`config.mk`:
```
export PLATFORM = sky130hd
export DESIGN_NAME = sbi_agents_flat
export DESIGN_NICKNAME = d
export VERILOG_FILES = /design/src/hdl/sbi_pkg.sv /design/src/hdl/sbi_if.sv /design/src/hdl/sbi_agents.sv /design/src/flat_wrapper.sv
export SDC_FILE = /design/constraint.sdc
export NUM_CORES = 1
export LEC_CHECK = 0
export BUFFER_PORTS_ARGS = -buffer_cell sky130_fd_sc_hd__buf_2
export CORE_AREA = 2 2 201 203
export CTS_CLUSTER_SIZE = 40
export DETAILED_ROUTE_END_ITERATION = 12
export DIE_AREA = 0 0 203 205
export HOLD_SLACK_MARGIN = 0.15
export PLACE_DENSITY = 0.45
export REMOVE_ABC_BUFFERS = 1
export SLEW_MARGIN = 20
export SYNTH_ARGS = -nofsm -noshare
export SYNTH_HDL_FRONTEND = slang
export SYNTH_SLANG_ARGS = --single-unit
```
`constraint.sdc`:
```
create_clock -name mclk -period 1.8 [get_ports mclk]
set_clock_uncertainty 0.15 [all_clocks]
set_input_delay 0.18 -clock mclk [delete_from_list [all_inputs] [get_ports mclk]]
set_output_delay 0.18 -clock mclk [all_outputs]
set_load 0.005 [all_outputs]
```
`src/hdl/sbi_pkg.sv`:
```
// shared bus interconnect package: widths, codes and lane helpers
package sbi_pkg;

	localparam int unsigned ADR_W   = 64;
	localparam int unsigned DAT_W   = 16;
	localparam int unsigned SEL_W   = 2;
	localparam int unsigned NUM_RSP = 2;

	// lane positions on the 16-bit port
	localparam int unsigned LANE_HI_LSB = 8;
	localparam int unsigned LANE_LO_LSB = 0;
	localparam int unsigned BYTE_W      = 8;

	// address bit that tells the two responders apart
	localparam int unsigned RSP_SEL_BIT = 8;
	// round robin pointer after reset, so the first initiator wins first
	localparam logic        LAST_RESET  = 1'b1;

	// port organisation codes
	typedef enum logic [1:0] {
		SBI_ORG_BYTE16 = 2'h0,
		SBI_ORG_WORD16 = 2'h1,
		SBI_ORG_BYTE8  = 2'h2
	} sbi_org_type;

	// arbiter states, one-hot
	typedef enum logic [2:0] {
		SBI_IDLE   = 3'b001,
		SBI_OWN_A  = 3'b010,
		SBI_OWN_B  = 3'b100
	} sbi_arb_type;

	localparam sbi_arb_type ARB_RESET = SBI_IDLE;

	// select lines for a transfer: byte16 uses adr bit 0, others select line 0 only
	function automatic logic [SEL_W-1:0] sbi_sel(input sbi_org_type org,
		input logic adr0,
		input logic big_endian);
		logic hi;
		hi = big_endian ? ~adr0 : adr0;
		unique case (org)
			SBI_ORG_BYTE16: sbi_sel = hi ? 2'h2 : 2'h1;
			default:        sbi_sel = 2'h1;
		endcase
	endfunction : sbi_sel

	// place a byte or word onto the lanes
	function automatic logic [DAT_W-1:0] sbi_place(input sbi_org_type org,
		input logic adr0,
		input logic big_endian,
		input logic [DAT_W-1:0] val);
		logic hi;
		hi = big_endian ? ~adr0 : adr0;
		unique case (org)
			SBI_ORG_BYTE16: sbi_place = hi ? {val[BYTE_W-1:0], 8'h00}
				: {8'h00, val[BYTE_W-1:0]};
			SBI_ORG_BYTE8:  sbi_place = {8'h00, val[BYTE_W-1:0]};
			default:        sbi_place = val;
		endcase
	endfunction : sbi_place

	// pick a byte or word back from the lanes
	function automatic logic [DAT_W-1:0] sbi_pick(input sbi_org_type org,
		input logic adr0,
		input logic big_endian,
		input logic [DAT_W-1:0] val);
		logic hi;
		hi = big_endian ? ~adr0 : adr0;
		unique case (org)
			SBI_ORG_BYTE16: sbi_pick = hi ? {8'h00, val[DAT_W-1:LANE_HI_LSB]}
				: {8'h00, val[BYTE_W-1:LANE_LO_LSB]};
			SBI_ORG_BYTE8:  sbi_pick = {8'h00, val[BYTE_W-1:0]};
			default:        sbi_pick = val;
		endcase
	endfunction : sbi_pick

endpackage : sbi_pkg

```
`src/hdl/sbi_if.sv`:
```
// shared bus interface joining the interconnect and the initiator/responder ends
`timescale 1ns/1ps
`default_nettype none
interface sbi_if;
	import sbi_pkg::*;

	logic [1:0]                   cyc;
	logic [1:0]                   stb;
	logic [1:0]                   we;
	logic [1:0][ADR_W-1:0]        adr;
	logic [1:0][SEL_W-1:0]        sel;
	logic [1:0][DAT_W-1:0]        dat_w;
	logic                         grant_first_initiator;
	logic                         grant_second_initiator;
	logic                         shared_cycle;
	logic                         shared_strobe;
	logic                         shared_we;
	logic [ADR_W-1:0]             shared_adr;
	logic [SEL_W-1:0]             shared_sel;
	logic [DAT_W-1:0]             shared_dat_w;
	logic [NUM_RSP-1:0]           rsp_ack;
	logic [NUM_RSP-1:0][DAT_W-1:0] rsp_dat;
	logic                         shared_acknowledge;
	logic [DAT_W-1:0]             shared_dat_r;

	modport fabric (
		input  cyc, stb, we, adr, sel, dat_w, rsp_ack, rsp_dat,
		output grant_first_initiator, grant_second_initiator, shared_cycle,
		shared_strobe, shared_we, shared_adr, shared_sel, shared_dat_w,
		shared_acknowledge, shared_dat_r
	);
	modport agents (
		output cyc, stb, we, adr, sel, dat_w, rsp_ack, rsp_dat,
		input  grant_first_initiator, grant_second_initiator, shared_cycle,
		shared_strobe, shared_we, shared_adr, shared_sel, shared_dat_w,
		shared_acknowledge, shared_dat_r
	);
endinterface : sbi_if
`default_nettype wire

```
`src/hdl/sbi_agents.sv`:
```
// far end: two initiators and two registered responders on the shared bus
`timescale 1ns/1ps
`default_nettype none
module sbi_agents (
	input  wire logic                      mclk,
	input  wire logic                      resetn,
	sbi_if.agents                          bus,
	input  wire logic [1:0]                req,
	input  wire logic [1:0]                req_we,
	input  wire logic [1:0][sbi_pkg::ADR_W-1:0] req_adr,
	input  wire logic [1:0][sbi_pkg::DAT_W-1:0] req_dat,
	input  wire sbi_pkg::sbi_org_type      org,
	input  wire logic                      big_endian,
	output logic [1:0]                     done,
	output logic [1:0][sbi_pkg::DAT_W-1:0] rd_dat
);
	import sbi_pkg::*;

	////////////////////////////////////////////////////////////////////////////
	// initiators: cycle raised on request, strobe once granted

	logic [1:0]                   cyc_q, cyc_d;
	logic [1:0]                   done_q, done_d;
	logic [1:0][DAT_W-1:0]        rd_q, rd_d;
	logic [1:0]                   gnt;

	assign gnt = {bus.grant_second_initiator, bus.grant_first_initiator};

	always_comb begin
		cyc_d  = cyc_q;
		done_d = '0;
		rd_d   = rd_q;
		for (int i = 0; i < 2; i++) begin
			if (!cyc_q[i] && req[i]) begin
				cyc_d[i] = 1'b1;
			end else if (cyc_q[i] && gnt[i] && bus.shared_acknowledge) begin
				cyc_d[i]  = 1'b0;
				done_d[i] = 1'b1;
				rd_d[i]   = sbi_pick(org, req_adr[i][0], big_endian, bus.shared_dat_r);
			end
		end
	end

	always_ff @(posedge mclk or negedge resetn) begin
		if (!resetn) begin
			cyc_q  <= '0;
			done_q <= '0;
			rd_q   <= '0;
		end else begin
			cyc_q  <= cyc_d;
			done_q <= done_d;
			rd_q   <= rd_d;
		end
	end

	genvar g;
	generate
		for (g = 0; g < 2; g++) begin : g_init
			assign bus.cyc[g]   = cyc_q[g];
			assign bus.stb[g]   = cyc_q[g] & gnt[g];
			assign bus.we[g]    = req_we[g];
			assign bus.adr[g]   = req_adr[g];
			assign bus.sel[g]   = sbi_sel(org, req_adr[g][0], big_endian);
			assign bus.dat_w[g] = sbi_place(org, req_adr[g][0], big_endian,
				req_dat[g]);
		end
	endgenerate

	assign done   = done_q;
	assign rd_dat = rd_q;

	////////////////////////////////////////////////////////////////////////////
	// responders: decode address bit 8, ack one cycle after strobe

	logic [NUM_RSP-1:0]            ack_q, ack_d;
	logic [NUM_RSP-1:0][DAT_W-1:0] mem_q, mem_d;
	logic [NUM_RSP-1:0][DAT_W-1:0] rdat_q, rdat_d;

	always_comb begin
		ack_d  = '0;
		mem_d  = mem_q;
		rdat_d = '0;
		for (int r = 0; r < NUM_RSP; r++) begin
			// decode: only the addressed responder answers
			if (bus.shared_cycle && bus.shared_strobe && !ack_q[r]
				&& (bus.shared_adr[RSP_SEL_BIT] == r[0])) begin
				ack_d[r] = 1'b1;
				rdat_d[r] = mem_q[r];
				for (int b = 0; b < SEL_W; b++) begin
					// a word port has one select line that enables both lanes
					if (bus.shared_we && (bus.shared_sel[b]
						|| (org == SBI_ORG_WORD16 && bus.shared_sel[0]))) begin
						mem_d[r][b*BYTE_W +: BYTE_W] = bus.shared_dat_w[b*BYTE_W +: BYTE_W];
					end
				end
			end
		end
	end

	always_ff @(posedge mclk or negedge resetn) begin
		if (!resetn) begin
			ack_q  <= '0;
			mem_q  <= '0;
			rdat_q <= '0;
		end else begin
			ack_q  <= ack_d;
			mem_q  <= mem_d;
			rdat_q <= rdat_d;
		end
	end

	assign bus.rsp_ack = ack_q;
	assign bus.rsp_dat = rdat_q;

endmodule : sbi_agents
`default_nettype wire

```
`src/flat_wrapper.sv`:
```
// flat-port wrapper written by rule: the top's interface ports become plain ports
module sbi_agents_flat import sbi_pkg::*;
  (mclk, resetn, req, req_we, req_adr, req_dat, org, big_endian, done, rd_dat, bus_cyc, bus_stb, bus_we, bus_adr, bus_sel, bus_dat_w, bus_rsp_ack, bus_rsp_dat, bus_grant_first_initiator, bus_grant_second_initiator, bus_shared_cycle, bus_shared_strobe, bus_shared_we, bus_shared_adr, bus_shared_sel, bus_shared_dat_w, bus_shared_acknowledge, bus_shared_dat_r);
  sbi_if bus_i ();
  input  wire logic mclk;
  input  wire logic resetn;
  input  wire logic [1:0] req;
  input  wire logic [1:0] req_we;
  input  wire logic [1:0][sbi_pkg::ADR_W-1:0] req_adr;
  input  wire logic [1:0][sbi_pkg::DAT_W-1:0] req_dat;
  input  wire sbi_pkg::sbi_org_type org;
  input  wire logic big_endian;
  output logic [1:0] done;
  output logic [1:0][sbi_pkg::DAT_W-1:0] rd_dat;
  output wire logic [$bits(bus_i.cyc)-1:0] bus_cyc;
  output wire logic [$bits(bus_i.stb)-1:0] bus_stb;
  output wire logic [$bits(bus_i.we)-1:0] bus_we;
  output wire logic [$bits(bus_i.adr)-1:0] bus_adr;
  output wire logic [$bits(bus_i.sel)-1:0] bus_sel;
  output wire logic [$bits(bus_i.dat_w)-1:0] bus_dat_w;
  output wire logic [$bits(bus_i.rsp_ack)-1:0] bus_rsp_ack;
  output wire logic [$bits(bus_i.rsp_dat)-1:0] bus_rsp_dat;
  input wire logic [$bits(bus_i.grant_first_initiator)-1:0] bus_grant_first_initiator;
  input wire logic [$bits(bus_i.grant_second_initiator)-1:0] bus_grant_second_initiator;
  input wire logic [$bits(bus_i.shared_cycle)-1:0] bus_shared_cycle;
  input wire logic [$bits(bus_i.shared_strobe)-1:0] bus_shared_strobe;
  input wire logic [$bits(bus_i.shared_we)-1:0] bus_shared_we;
  input wire logic [$bits(bus_i.shared_adr)-1:0] bus_shared_adr;
  input wire logic [$bits(bus_i.shared_sel)-1:0] bus_shared_sel;
  input wire logic [$bits(bus_i.shared_dat_w)-1:0] bus_shared_dat_w;
  input wire logic [$bits(bus_i.shared_acknowledge)-1:0] bus_shared_acknowledge;
  input wire logic [$bits(bus_i.shared_dat_r)-1:0] bus_shared_dat_r;
  assign bus_cyc = bus_i.cyc;
  assign bus_stb = bus_i.stb;
  assign bus_we = bus_i.we;
  assign bus_adr = bus_i.adr;
  assign bus_sel = bus_i.sel;
  assign bus_dat_w = bus_i.dat_w;
  assign bus_rsp_ack = bus_i.rsp_ack;
  assign bus_rsp_dat = bus_i.rsp_dat;
  assign bus_i.grant_first_initiator = bus_grant_first_initiator;
  assign bus_i.grant_second_initiator = bus_grant_second_initiator;
  assign bus_i.shared_cycle = bus_shared_cycle;
  assign bus_i.shared_strobe = bus_shared_strobe;
  assign bus_i.shared_we = bus_shared_we;
  assign bus_i.shared_adr = bus_shared_adr;
  assign bus_i.shared_sel = bus_shared_sel;
  assign bus_i.shared_dat_w = bus_shared_dat_w;
  assign bus_i.shared_acknowledge = bus_shared_acknowledge;
  assign bus_i.shared_dat_r = bus_shared_dat_r;
  sbi_agents u_core (.mclk(mclk), .resetn(resetn), .bus(bus_i), .req(req), .req_we(req_we), .req_adr(req_adr), .req_dat(req_dat), .org(org), .big_endian(big_endian), .done(done), .rd_dat(rd_dat));
endmodule
```
# [Word level (Yosys, flattened, before mapping)]
# Index checks and enable logic that the tools add are counted.
[word_totals] output_inout_bits=238 mem_bits_ro=0 latch_bits=0 ramBits=0 memories=0 inputBits=273 reg_bits=102
[op_classes] mux=26 add_sub_neg=0 div=0 order_cmp=0 multipliers=0 n_bitwise=7 n_reduce_logical=29 n_eq_ne=2 shift=0
[op_table] operator="16-bit one-hot mux with 2 select lines" n=4
[op_table] operator="16-bit two-way mux" n=4
[op_table] operator="8-bit two-way mux" n=2
[op_table] operator="1-bit logical AND" n=14
[op_table] operator="1-bit two-way mux" n=12
[op_table] operator="2-bit AND reduction" n=6
[op_table] operator="2-bit two-way mux" n=4
[op_table] operator="1-bit inverter" n=5
[op_table] operator="1-bit logical NOT" n=4
[op_table] operator="2-bit nonzero test" n=2
[op_table] operator="1-bit bitwise AND" n=2
[op_table] operator="2-bit by 1-bit == test with 1-bit output, second input constant" n=1
[op_table] operator="2-bit == test, second input constant" n=1
[op_table] operator="2-bit logical NOT" n=1
[op_table] operator="1-bit logical OR" n=2

# [Longest topological paths before layout]
[depth] ltp_word=5 depth_mapped=6 ltp_nobuf=4

# [Least setup slack after synthesis]
# No wires, ideal clock.
[synth_timing] path_type="reg2reg" from="register u_core.ack_q[0] (netlist: u_core.bus.rsp_ack[0])" to="register u_core.mem_q[0] (netlist bit)" setup_time_ps=125 stages_incl_launch_ff=6 path_buffers=2 arrival_ps=1387 slack_ps=138 required_time_ps=1525 synth_period_minus_slack_ps=1662 cell_sequence="dfrtp_1 and4bb_2 buf_6 and3_4 buf_6 mux2_2"
[synth_between] elab_chain_cells=4
[synth_lines] element="start, declared" line="sbi_agents.sv:75" rtl="logic [NUM_RSP-1:0] ack_q, ack_d;"
[synth_lines] element="start signal, assigned" line="sbi_agents.sv:106" rtl="ack_q <= ack_d;"
[synth_lines] element="1-bit logical NOT" line="sbi_agents.sv:85" rtl="if (bus.shared_cycle && bus.shared_strobe && !ack_q[r]"
[synth_lines] element="1-bit logical AND" line="sbi_agents.sv:85"
[synth_lines] element="1-bit logical AND" line="sbi_agents.sv:86" rtl="&& (bus.shared_adr[RSP_SEL_BIT] == r[0])) begin"
[synth_lines] element="2-bit AND reduction (no line)"
[synth_lines] element="end signal, assigned" line="sbi_agents.sv:107" rtl="mem_q <= mem_d;"
[synth_lines] element="end, declared" line="sbi_agents.sv:76" rtl="logic [NUM_RSP-1:0][DAT_W-1:0] mem_q, mem_d;"
# Every way passes these cells.
# A chain may end at the register's enable or synchronous reset.

# [Worst setup path after layout]
[layout_timing] from="register u_core.ack_q[1] (netlist: u_core.bus.rsp_ack[1])" to="register u_core.mem_q[21] (netlist bit)"
# The elaborated chain is that of the path after synthesis.

==> results.md <==
* Status: finished clean
* Worst Setup Start Kind: flip-flop
* I/O pin total at 511
* Reg2Reg Capture Point: u_core.mem_q[21]
* Post-synthesis sequential area ratio at between 40% and 50%
* Drt initial violations at 169
* Most used routing layer: met3
* Post-synth cell types at 25
* Clock tree buffer depth at 2
* Setup Fix Bufs, Post-CTS at 0
* Syn_area_per_cell at 10.8 sq um
* Synth Area in XOR/XNOR at less than 1%
* Largest family of logic cells by synthesized area: buffers and inverters
* Final period utilization at 94.9%
* Core area at 39,400 sq um
* Synthesized-area fraction occupied by and/or/nand/nor cells at 12.7%
* TritonCTS buffer count at 9
* Row count at 73
* Reg2reg start: u_core.bus.rsp_ack[1]
* Worst skew pair latency at 0.37 ns
* Worst Reg2Reg Path Length in Cells at 3
* Clock transition at path regs at approximately 0.080 ns
* Largest net degree at the start of global routing at 33
* Final hold violations at 0
* Setup_tns at 0 ns
* Synth Flop Type: dfrtp_1
* PD cells at 914 nW/um^2
* Post-synth EDFFs at 0
* Synth Area in Compound Gates at 8.63%
* TritonCTS clock tree: done
* CP required at 1.91 ns
* Final Max Slew Viols at 0
* RSZ-0062 raised after global routing: false
* Synth async-reset ratio at 100%
* Met2 global-route usage at about 34%
* Setup CP Type: reg -> reg
* Drt total wl at 45,700 um
* Cells after Synth at 475
* Most frequent cells in the layout: 190 x buf_2, 102 x dfrtp_1, 50 x and2_1
* Most common cell after layout, fill and taps aside: buf_2
* Grt ovf at 0
* Area grow syn2layout at 28.5%
* Buffers on Ports at around 190
* Worst slew margin at roughly two thirds
* Critical path data arrival time at 1.81 ns
* Worst setup EP type: flip-flop
* CTS Root Cell: clkbuf_16
* Die X at ~200 um
* Die Ht at 205 um
* GR Util met1 at 11.5%
* Fin worst setup slack at 0.0926 ns
* Met3 usage at a little over a third
* Max Fclk at 586 MHz
* DR vias at 4,071
* CTS sink cnt at 102
* Routability cong. at around 0.93
* Pre-CTS setup slack at 0.0993 ns
* Max-cap violations at 0
* Final setup fails at 0
* Layout cells sized above 1 at between 40% and 50%
* Pwr Total at 6030 uW
* Post-Synth Adder-Cell Area at 0%
* Worst Hold Class: in -> async
* Drt wl/cell at approximately 41 um
* Synthesis-stage register bit count at 102
* Initial Util at 13.0%
* P_leak at 0.00311 uW
* VDD IR-drop max at 0.442 mV
* Min cycle time layout at 1.71 ns
* Overall Global Routing Usage at 21.8%
* Vias in the first global route at 3,971
* DRC Markers at 0
* Least-Margin Pin Slew at 0.496 ns
* Total die area at 41,600 sq um
* Vias per std cell at 3.63
* Reg-to-reg setup timing slack at 0.09 ns
* Initial antenna violation count at 2
* CP max FO at 8
* First-pass GRT wire length at 54,300 um
* Final HPWL DP at approximately 42,000 um
* DR pass1 iterations at 5
* H-tree levels at 3
* DRT antenna net count at 0
* Synth warnings at 0
* Netlist Area Pre-Place at around 5100 sq um
* Final net count at 863
* Post-synthesis mux area share at 7.02%
cell usage after synthesis, drive strengths merged (8+ instances only):
library cell | n | area share, %
a22o | 16 | 2.7
dfrtp | 102 | 50
buf | 138 | 20
nand2 | 24 | 1.8
nor2 | 23 | 2.0
a31oi | 16 | 2.0
mux2 | 32 | 7.0
and2 | 50 | 6.1
o21ai | 32 | 3.1
clkbuf | 8 | 0.59
nand3 | 18 | 1.8
cell type report:
| class | instances | area (sq um) |
|---|---|---|
| inverter | 4 | 15.0 |
| antenna | 1 | 2.50 |
| multi-input combinational | 223 | 1490 |
| clock buffer | 9 | 225 |
| fill | 4428 | 32800 |
| sequential | 102 | 2550 |
| timing repair buffer | 250 | 1560 |
| tap | 525 | 657 |
| clock inverter | 7 | 93.8 |
cells by family after synthesis:
group                  Yosys count
buffers and inverters          150
AND/OR/NAND/NOR                121
multiplexers                    32
XOR/XNOR                         4
AO/OA/AOI/OAI                   66
flip-flops                     102
metal layers:
layer | vias to the layer above | part of all wire (%) | routed length [um]
met5 | - | 1.1 | 506
met4 | 8 | 0.91 | 416
met3 | 32 | 36 | 16400
met2 | 547 | 43 | 19700
met1 | 1798 | 19 | 8640
li1 | 1686 | - | -
worst max path at each step:
stage	startpoint	end	slack [ns]	cells after the start
finish	u_core.bus.rsp_ack[1]	u_core.mem_q[21]	0.09	3
global placement	org[1]	bus_dat_w[22]	0.09	6
global route	org[1]	bus_dat_w[22]	0.001	6
floorplan	u_core.bus.rsp_ack[1]	u_core.mem_q[16]	0.04	3
detailed placement	u_core.bus.rsp_ack[1]	u_core.mem_q[21]	0.1	3
CTS	u_core.bus.cyc[1]	u_core.rd_dat[22]	0.05	6
flip-flops by register name (all words and copies together), names as in the netlist:
name,flops
u_core.bus.rsp_dat,32
u_core.mem_q,32
u_core.rd_dat,32
u_core.bus.cyc,2
u_core.bus.rsp_ack,2
u_core.done,2
worst max-delay path: stages (launching register included):
cell	delay (ns)
dfrtp_1	0.38
and4b_1	0.39
and3_4	0.32
mux2_2	0.36
stage by stage:
stage	hold slack [ns]	area, sq um	utilization, %	cells
after floorplan	-0.266	4060	-	329
after global placement	0.0264	5900	15.0	1067
after detailed placement	0.0299	5900	15.0	1067
after CTS	0.155	6590	16.7	1120
after global routing	0.183	6600	16.8	1121
final	0.185	6600	16.8	1121
power by group:
group	leakage [uW]	internal [uW]	switching, uW
sequential	0.00130	2640	159
combinational	0.00166	591	553
clock	0.000154	1010	1080
repair_timing:
action	4_1_cts	5_1_grt
gates resized for setup	0	1
setup endpoints to repair	0	10
hold endpoints to repair	168	0
hold buffers	37	0
No activity file was read; power rests on OpenSTA's default activity.
